<file path="config.mk">
export PLATFORM = sky130hd
export DESIGN_NAME = port_expander
export DESIGN_NICKNAME = d
export VERILOG_FILES = /design/src/logic/expander_pkg.sv /design/src/logic/line_filter.sv /design/src/logic/port_expander.sv
export SDC_FILE = /design/constraint.sdc
export NUM_CORES = 1
export LEC_CHECK = 0
export ABC_AREA = 0
export BUFFER_PORTS_ARGS = -buffer_cell sky130_fd_sc_hd__buf_2
export CORE_ASPECT_RATIO = 1.75
export CORE_MARGIN = 2
export CORE_UTILIZATION = 35
export DETAILED_ROUTE_END_ITERATION = 8
export PLACE_DENSITY_LB_ADDON = 0.05
export SYNTH_ARGS = -nofsm -noshare
export SYNTH_HDL_FRONTEND = slang
export SYNTH_SLANG_ARGS = --single-unit
</file>
<file path="constraint.sdc">
create_clock -name clk -period 2.25 [get_ports clk]
set_input_delay 0.1125 -clock clk [delete_from_list [all_inputs] [get_ports clk]]
set_output_delay 0.1125 -clock clk [all_outputs]
set_load 0.02 [all_outputs]
</file>
<file path="src/logic/expander_pkg.sv">
// Constants, offsets, reset values and types shared by the port expander.
package expander_pkg;

    // ****************************************************************
    // Address and command layout
    // ****************************************************************
    // Fixed upper four bits of the seven-bit slave address.
    localparam logic [3:0] addr_fixed      = 4'h4;
    // General call address, never answered.
    localparam logic [6:0] addr_general    = 7'h00;
    // Width of the register select field in the command byte.
    localparam int         sel_width       = 3;
    // Bits per serial byte.
    localparam logic [3:0] byte_bits       = 4'h8;

    // ****************************************************************
    // Register offsets
    // ****************************************************************
    localparam logic [2:0] reg_in0         = 3'h0;
    localparam logic [2:0] reg_in1         = 3'h1;
    localparam logic [2:0] reg_out0        = 3'h2;
    localparam logic [2:0] reg_out1        = 3'h3;
    localparam logic [2:0] reg_inv0        = 3'h4;
    localparam logic [2:0] reg_inv1        = 3'h5;
    localparam logic [2:0] reg_dir0        = 3'h6;
    localparam logic [2:0] reg_dir1        = 3'h7;

    // ****************************************************************
    // Reset values
    // ****************************************************************
    localparam logic [7:0] out_reset       = 8'hff;
    localparam logic [7:0] inv_reset       = 8'h00;
    localparam logic [7:0] dir_reset       = 8'hff;
    localparam logic [7:0] ptr_reset       = 8'h00;

    // ****************************************************************
    // Timing
    // ****************************************************************
    // Glitch filter length in system clock cycles.
    localparam logic [1:0] filt_cycles     = 2'h3;

    // Serial engine states.
    typedef enum logic [4:0] {
        st_idle = 5'b00001,
        st_recv = 5'b00010,
        st_ack  = 5'b00100,
        st_send = 5'b01000,
        st_mack = 5'b10000
    } link_state_e;

endpackage : expander_pkg

</file>
<file path="src/logic/line_filter.sv">
// Two-flop synchroniser followed by a stability filter that needs filt_cycles consecutive equal samples.
`timescale 1ns/1ps
module line_filter
    import expander_pkg::*;
(
    input  wire logic clk,
    input  wire logic rstn,
    input  wire logic raw,
    output logic      clean
);

    // ****************************************************************
    // Filter state
    // ****************************************************************
    typedef struct packed {
        logic       s1;    // First synchroniser stage, read only by s2.
        logic       s2;    // Second synchroniser stage.
        logic [1:0] cnt;   // Cycles the new level has been seen.
        logic       out;   // Filtered level.
    } filt_s;

    filt_s r;       // Registered state.
    filt_s next_r;  // Next state.

    // The filtered level only follows a level held filt_cycles cycles.
    // This trades a few cycles of latency for immunity to short spikes.
    always_comb begin
        next_r    = r;
        next_r.s1 = raw;
        next_r.s2 = r.s1;
        if (r.s2 == r.out) begin
            next_r.cnt = 2'h0;
        end else if (r.cnt == filt_cycles - 2'h1) begin
            next_r.out = r.s2;
            next_r.cnt = 2'h0;
        end else begin
            next_r.cnt = r.cnt + 2'h1;
        end
    end

    // Lines idle high, so reset to high to avoid a false edge.
    always_ff @(posedge clk) begin
        if (!rstn) begin
            r <= '{s1: 1'b1, s2: 1'b1, cnt: 2'h0, out: 1'b1};
        end else begin
            r <= next_r;
        end
    end

    assign clean = r.out;

endmodule : line_filter

</file>
<file path="src/logic/port_expander.sv">
// Two-wire serial slave and register bank of a 16-bit port expander.
`timescale 1ns/1ps
module port_expander
    import expander_pkg::*;
(
    input  wire logic       clk,
    input  wire logic       rstn,
    input  wire logic       scl_in,
    input  wire logic       sda_in,
    output logic            sda_out,
    output logic            sda_oe,
    input  wire logic [2:0] addr_strap_pins,
    input  wire logic [7:0] port0_pins_in,
    input  wire logic [7:0] port1_pins_in,
    output logic      [7:0] port0_pins_out,
    output logic      [7:0] port0_pins_oe,
    output logic      [7:0] port1_pins_out,
    output logic      [7:0] port1_pins_oe,
    output logic            int_n
);

    // ****************************************************************
    // Line conditioning
    // ****************************************************************
    logic scl_f;  // Filtered clock line.
    logic sda_f;  // Filtered data line.

    line_filter u_scl (
        .clk   (clk),
        .rstn  (rstn),
        .raw   (scl_in),
        .clean (scl_f)
    );

    line_filter u_sda (
        .clk   (clk),
        .rstn  (rstn),
        .raw   (sda_in),
        .clean (sda_f)
    );

    // ****************************************************************
    // State of the whole block
    // ****************************************************************
    typedef struct packed {
        link_state_e  st;       // Serial engine state.
        logic         scl_d;    // Previous filtered clock.
        logic         sda_d;    // Previous filtered data.
        logic [3:0]   bitn;     // Bits taken in the current byte.
        logic [7:0]   shift;    // Receive or transmit shift register.
        logic         is_addr;  // Next received byte is an address.
        logic         is_cmd;   // Next written byte is the command.
        logic         rd;       // Current transfer is a read.
        logic         nack;     // Master did not acknowledge.
        logic [7:0]   ptr;      // Command byte, low bits select.
        logic [7:0]   out0;     // Output latch port 0.
        logic [7:0]   out1;     // Output latch port 1.
        logic [7:0]   inv0;     // Polarity inversion port 0.
        logic [7:0]   inv1;     // Polarity inversion port 1.
        logic [7:0]   dir0;     // Direction port 0, one is input.
        logic [7:0]   dir1;     // Direction port 1, one is input.
        logic [18:0]  p_s1;     // Strap and pin synchroniser, stage one.
        logic [18:0]  p_s2;     // Strap and pin synchroniser, stage two.
        logic [15:0]  snap;     // Pin levels last reported.
        logic         sda_oe;   // Data line pull-down enable.
        logic         int_n;    // Interrupt output, low active.
        logic [15:0]  p_out;    // Registered pin drive levels.
        logic [15:0]  p_oe;     // Registered pin drive enables.
    } blk_s;

    blk_s r;       // Registered state.
    blk_s next_r;  // Next state.

    // ****************************************************************
    // Combinational helpers
    // ****************************************************************
    logic        scl_rise;   // Clock rising edge.
    logic        scl_fall;   // Clock falling edge.
    logic        start_det;  // Start or repeated start.
    logic        stop_det;   // Stop.
    logic [6:0]  own_addr;   // This device's address.
    logic [15:0] in_now;     // Synchronised pin levels.
    logic [15:0] changed;    // Input pins differing from snapshot.

    assign scl_rise  = scl_f & ~r.scl_d;
    assign scl_fall  = ~scl_f & r.scl_d;
    assign start_det = scl_f & r.scl_d & r.sda_d & ~sda_f;
    assign stop_det  = scl_f & r.scl_d & ~r.sda_d & sda_f;
    // strap address
    // Straps are pins too, so they are read only after synchronising.
    assign own_addr  = {addr_fixed, r.p_s2[18:16]};
    assign in_now    = r.p_s2[15:0];
    assign changed   = (in_now ^ r.snap) & {r.dir1, r.dir0};

    // Reads the selected register; input registers apply inversion.
    function automatic logic [7:0] read_reg(input blk_s s,
                                            input logic [2:0] sel);
        logic [7:0] v;
        v = 8'h00;
        unique case (sel)
            reg_in0:  v = s.p_s2[7:0] ^ s.inv0;
            reg_in1:  v = s.p_s2[15:8] ^ s.inv1;
            reg_out0: v = s.out0;
            reg_out1: v = s.out1;
            reg_inv0: v = s.inv0;
            reg_inv1: v = s.inv1;
            reg_dir0: v = s.dir0;
            reg_dir1: v = s.dir1;
        endcase
        return v;
    endfunction : read_reg

    // ****************************************************************
    // Next-state logic
    // ****************************************************************
    // The engine samples data on clock rise and changes its own drive
    // only on clock fall, so the line is stable while clock is high.
    always_comb begin
        next_r       = r;
        next_r.scl_d = scl_f;
        next_r.sda_d = sda_f;
        next_r.p_s1  = {addr_strap_pins, port1_pins_in, port0_pins_in};
        next_r.p_s2  = r.p_s1;

        if (|changed) begin
            next_r.int_n = 1'b0;
        end else begin
            next_r.int_n = 1'b1;
        end

        if (start_det) begin
            next_r.st      = st_recv;
            next_r.bitn    = 4'h0;
            next_r.is_addr = 1'b1;
            next_r.sda_oe  = 1'b0;
        end else if (stop_det) begin
            next_r.st     = st_idle;
            next_r.sda_oe = 1'b0;
        end else begin
            unique case (r.st)
                st_idle: begin
                    next_r.sda_oe = 1'b0;
                end
                st_recv: begin
                    if (scl_rise) begin
                        next_r.shift = {r.shift[6:0], sda_f};
                        next_r.bitn  = r.bitn + 4'h1;
                    end
                    if (scl_fall && r.bitn == byte_bits) begin
                        next_r.bitn = 4'h0;
                        if (r.is_addr) begin
                            if (r.shift[7:1] == own_addr &&
                                r.shift[7:1] != addr_general) begin
                                next_r.sda_oe  = 1'b1;
                                next_r.st      = st_ack;
                                next_r.is_addr = 1'b0;
                                next_r.rd      = r.shift[0];
                                next_r.is_cmd  = ~r.shift[0];
                            end else begin
                                next_r.st = st_idle;
                            end
                        end else begin
                            next_r.sda_oe = 1'b1;
                            next_r.st     = st_ack;
                            if (r.is_cmd) begin
                                next_r.ptr    = r.shift;
                                next_r.is_cmd = 1'b0;
                            end else begin
                                unique case (r.ptr[2:0])
                                    reg_out0: next_r.out0 = r.shift;
                                    reg_out1: next_r.out1 = r.shift;
                                    reg_inv0: next_r.inv0 = r.shift;
                                    reg_inv1: next_r.inv1 = r.shift;
                                    reg_dir0: next_r.dir0 = r.shift;
                                    reg_dir1: next_r.dir1 = r.shift;
                                    default: ;
                                endcase
                                next_r.ptr[0] = ~r.ptr[0];
                            end
                        end
                    end
                end
                st_ack: begin
                    // At the end of the acknowledge pulse, release for a write or drive the first read bit.
                    if (scl_fall) begin
                        if (r.rd) begin
                            next_r.shift = read_reg(r, r.ptr[2:0]);
                            next_r.sda_oe = ~next_r.shift[7];
                            next_r.bitn  = 4'h1;
                            next_r.st    = st_send;
                        end else begin
                            next_r.sda_oe = 1'b0;
                            next_r.st     = st_recv;
                        end
                    end
                end
                st_send: begin
                    if (scl_fall) begin
                        if (r.bitn == byte_bits) begin
                            next_r.sda_oe = 1'b0;
                            next_r.st     = st_mack;
                        end else begin
                            next_r.sda_oe = ~r.shift[6];
                            next_r.shift  = {r.shift[6:0], 1'b0};
                            next_r.bitn   = r.bitn + 4'h1;
                        end
                    end
                end
                st_mack: begin
                    if (scl_rise) begin
                        next_r.nack = sda_f;
                        if (r.ptr[2:0] == reg_in0) begin
                            next_r.snap[7:0] = in_now[7:0];
                        end
                        if (r.ptr[2:0] == reg_in1) begin
                            next_r.snap[15:8] = in_now[15:8];
                        end
                        next_r.ptr[0] = ~r.ptr[0];
                    end
                    if (scl_fall) begin
                        if (r.nack) begin
                            next_r.st = st_idle;
                        end else begin
                            next_r.shift  = read_reg(r, r.ptr[2:0]);
                            next_r.sda_oe = ~next_r.shift[7];
                            next_r.bitn   = 4'h1;
                            next_r.st     = st_send;
                        end
                    end
                end
                default: next_r.st = st_idle;
            endcase
        end

        next_r.p_out = {next_r.out1, next_r.out0};
        next_r.p_oe  = ~{next_r.dir1, next_r.dir0};
    end

    // ****************************************************************
    // State register
    // ****************************************************************
    // Snapshot starts at zero; the first sampled inputs may raise the
    // interrupt, which a read of each input register then clears.
    always_ff @(posedge clk) begin
        if (!rstn) begin
            r         <= '0;
            r.st      <= st_idle;
            r.scl_d   <= 1'b1;
            r.sda_d   <= 1'b1;
            r.is_addr <= 1'b1;
            r.ptr     <= ptr_reset;
            r.out0    <= out_reset;
            r.out1    <= out_reset;
            r.inv0    <= inv_reset;
            r.inv1    <= inv_reset;
            r.dir0    <= dir_reset;
            r.dir1    <= dir_reset;
            r.int_n   <= 1'b1;
            r.p_out   <= {out_reset, out_reset};
        end else begin
            r <= next_r;
        end
    end

    // ****************************************************************
    // Outputs
    // ****************************************************************
    assign sda_out        = 1'b0;
    assign sda_oe         = r.sda_oe;
    assign int_n          = r.int_n;
    assign port0_pins_out = r.p_out[7:0];
    assign port1_pins_out = r.p_out[15:8];
    assign port0_pins_oe  = r.p_oe[7:0];
    assign port1_pins_oe  = r.p_oe[15:8];

endmodule : port_expander

</file>
==> insert_results.sql <==
INSERT INTO impl_metrics (metric_group, metric, value, unit) VALUES
('place', 'io_buffer_count', '56', ''),
('timing', 'timing_worst_slew_pin_value', '646', 'ps'),
('finish', 'final_common_cell', 'dfxtp_1', ''),
('place', 'gp_routability_congestion', '0.894', ''),
('outcome', 'violations', 'setup timing', ''),
('grt', 'grtUsageTotal', '0.220', ''),
('power', 'leakage', '3.55', 'nW'),
('critical_path', 'worstReg2RegEnd', 'r[151]', ''),
('critical_path', 'worst_path_max_delay_cell', 'or4b_4', ''),
('clock_tree', 'clock_tree.root_cell', 'clkbuf_16', ''),
('place', 'place.detailed.hpwl', '17.2', 'mm'),
('finish', 'multi_input_area', '0.00344', 'mm²'),
('logic_synthesis', 'postSynth.asyncResetShare', '0', ''),
('logic_synthesis', 'yosysSeqAreaShare', '0.446', ''),
('logic_synthesis', 'mappedNetlistArea', '0.00700', 'mm²'),
('finish', 'area_growth', '22.7', '%'),
('grt', 'grt_pass1_vias', '5965', ''),
('critical_path', 'setup.reg_to_reg.worst_slack', '-30', 'ps'),
('critical_path', 'worstPathArrival', '2660', 'ps'),
('clock_tree', 'ctsHtreeMaxLevel', '4', ''),
('logic_synthesis', 'most_frequently_used_flop_master_after_synthesis', 'dfxtp_1', ''),
('timing', 'fmaxAchievable', '0.438', 'GHz'),
('grt', 'grt_max_degree', '64', ''),
('finish', 'most-common-layout-cells', 'dfxtp_1, nand2_1, nand3_1, buf_4, buf_2', ''),
('finish', 'layout.filler_cells', '1969', ''),
('timing', 'tns', '-64.7', 'ps'),
('finish', 'diodes_inserted', '0', ''),
('critical_path', 'regToRegStartpoint', 'r[165]', ''),
('floorplanning', 'die-height', '191', 'µm'),
('finish', 'regArea', '0.00312', 'mm²'),
('finish', 'fin_nets', '896', ''),
('clock_tree', 'cts_buffers', '17', ''),
('critical_path', 'start_kind', 'flop', ''),
('logic_synthesis', 'synth_top_cell_by_area', 'dfxtp_1', ''),
('power', 'powerDensity', '679', 'mW/mm²'),
('logic_synthesis', 'synth_seq_cells', '156', ''),
('clock_tree', 'tritoncts', 'yes', ''),
('clock_tree', 'clkLatencyLatePin', '440', 'ps'),
('critical_path', 'worstPathCellList', 'or4b_4 > a21oi_2 > o21ai_2 > buf_6 > nor4_4 > buf_6 > o21ai_2 > a31oi_1 > buf_4', ''),
('clock_tree', 'clock_sink_count', '156', ''),
('timing', 'worst_hold_slack', '157', 'ps'),
('routing', 'final_routed_drc_violation_total', '0', ''),
('floorplanning', 'die_area', '0.0212', 'mm²'),
('outcome', 'outcome', 'finished, violations left', ''),
('critical_path', 'critPathMaxStageDelay', '580', 'ps'),
('timing', 'final-max-slew-violation-count', '0', ''),
('timing', 'finalSetupViolations', '4', ''),
('logic_synthesis', 'yosys-top-cells-area', 'dfxtp_1, nand3_1, nand2_1, and2_1, mux2i_1', ''),
('critical_path', 'critical_path.startpoint', 'r[165]', ''),
('grt', 'antenna_found_initial', '0', ''),
('timing', 'fin_crit', '2280', 'ps'),
('timing', 'fin_worst_skew', '9.63', 'ps'),
('timing', 'relSlewSlack', '0.569', ''),
('logic_synthesis', 'synth_area_per_cell', '8.90', 'µm²'),
('clock_tree', 'cts_buffer_depth', '2', ''),
('critical_path', 'timing_worst_setup_path_type', 'reg2reg', ''),
('routing', 'finalWirelength', '22.7', 'mm'),
('routing', 'drt_first_pass_iters', '6', ''),
('grt', 'grt_first_pass_wirelength', '34.7', 'mm'),
('timing', 'worst_slack', '-31.3', 'ps'),
('logic_synthesis', 'synth_edf_count', '0', ''),
('timing', 'hold_viol', '0', ''),
('critical_path', 'ff2ff_path_depth', '9', ''),
('logic_synthesis', 'synth.yosys.warnings', '0', ''),
('critical_path', 'cp_data_required_time', '2630', 'ps'),
('floorplanning', 'boundaryPins', '58', ''),
('logic_synthesis', 'synth_nets', '814', ''),
('logic_synthesis', 'ys_types', '67', ''),
('routing', 'ant_nets', '0', ''),
('routing', 'detail_route.iter0.violations', '313', ''),
('floorplanning', 'design.core.area', '0.0197', 'mm²');
registers in the layout, summed over array words and instances, names as in the netlist:
name,flops
sda_oe,1
u_scl.r,3
port0_pins_oe,8
u_sda.next_r,1
port0_pins_out,1
int_n,1
r,89
u_sda.r,3
next_r,19
u_sda.clean,1
own_addr,3
u_scl.next_r,1
port1_pins_oe,8
in_now,16
u_scl.clean,1
worst min path at each step:
| stage | from | end | slack (ps) | cells after the start |
|---|---|---|---|---|
| 2_1_floorplan | scl_in | u_scl.next_r[3] | 210 | 1 |
| 3_3_place_gp | scl_in | u_scl.next_r[3] | 290 | 2 |
| 3_5_place_dp | scl_in | u_scl.next_r[3] | 300 | 2 |
| 4_1_cts | rstn | u_scl.clean | 160 | 2 |
| 5_1_grt | rstn | u_scl.clean | 200 | 2 |
| 6_report | rstn | u_scl.clean | 160 | 2 |
through the flow:
stage                     cell area [µm²]  power, mW  utilization  worst slack (ps)  instances
after global placement               7670       3.03        0.390             0.497       1068
after detailed placement             7670       3.04        0.390             -5.70       1068
final                                8590       5.83        0.437             -31.3       1126
after CTS                            8490       5.90        0.432             -10.1       1122
after floorplan                      7000       2.98            -             -55.1        787
after global routing                 8590       6.04        0.437              -116       1126
final cells by class:
| cell class | instances | area share |
|---|---|---|
| repair buffers | 147 | 0.127 |
| flip-flops and latches | 156 | 0.364 |
| clock buffers | 19 | 0.0504 |
| well taps | 245 | 0.0357 |
| inverters | 12 | 0.00524 |
| clock inverters | 12 | 0.0165 |
| multi-input cells | 535 | 0.401 |
kinds of logic (layout without fill, tap and decap cells):
kind of cell / count (synthesis) / in the layout / synth area share
AOI/OAI and AO/OA: 139 / 139 / 0.134
xor gates and xnor gates: 35 / 35 / 0.0438
adders and majority gates: 4 / 4 / 0.00715
buffers and inverters: 96 / 190 / 0.0706
DFF: 156 / 156 / 0.446
muxes: 37 / 37 / 0.0568
other: 1 / 1 / 0.000536
and+or+nand+nor: 319 / 319 / 0.241
timing repair:
item                                    in CTS  in global routing
hold buffers                                21                  0
gates cloned                                 0                  1
setup buffers                                2                  3
resized for setup                            2                 22
hold endpoints to repair                    21                  0
pin swaps                                    1                  7
endpoints found under the setup margin      15                 72
cell usage after synthesis (all sizes together) (5+ instances only):
| cell type | count |
|---|---|
| o211ai | 5 |
| buf | 38 |
| a21boi | 26 |
| nor4 | 5 |
| nor3 | 6 |
| nand4 | 6 |
| mux2i | 33 |
| inv | 11 |
| a21oi | 30 |
| a31oi | 8 |
| and2 | 55 |
| nand2b | 10 |
| xor2 | 20 |
| xnor2 | 15 |
| nand2 | 93 |
| o21ai | 27 |
| dfxtp | 156 |
| clkbuf | 46 |
| nor2b | 23 |
| nand3 | 77 |
| a22oi | 11 |
| nor2 | 25 |
where the power goes:
part,internal (mW),switching [mW]
sequential,2.80,0.0268
clock,1.64,1.19
combinational,0.0918,0.0813
total,4.53,1.30
per-layer routing:
layer,wire length [µm],vias up,GRT usage
li1,-,2840,-
met1,8060,2812,0.210
met4,1630,0,0.165
met3,537,63,0.0342
met5,0,-,0
met2,12400,135,0.418
worst max-delay path: cells and delay by family, from the launching register on:
family | cells | cell delay, ps
compound gates | 4 | 530
buf+inv | 3 | 480
flops | 1 | 320
simple gates | 2 | 900
(Power assumes the default switching activity.)
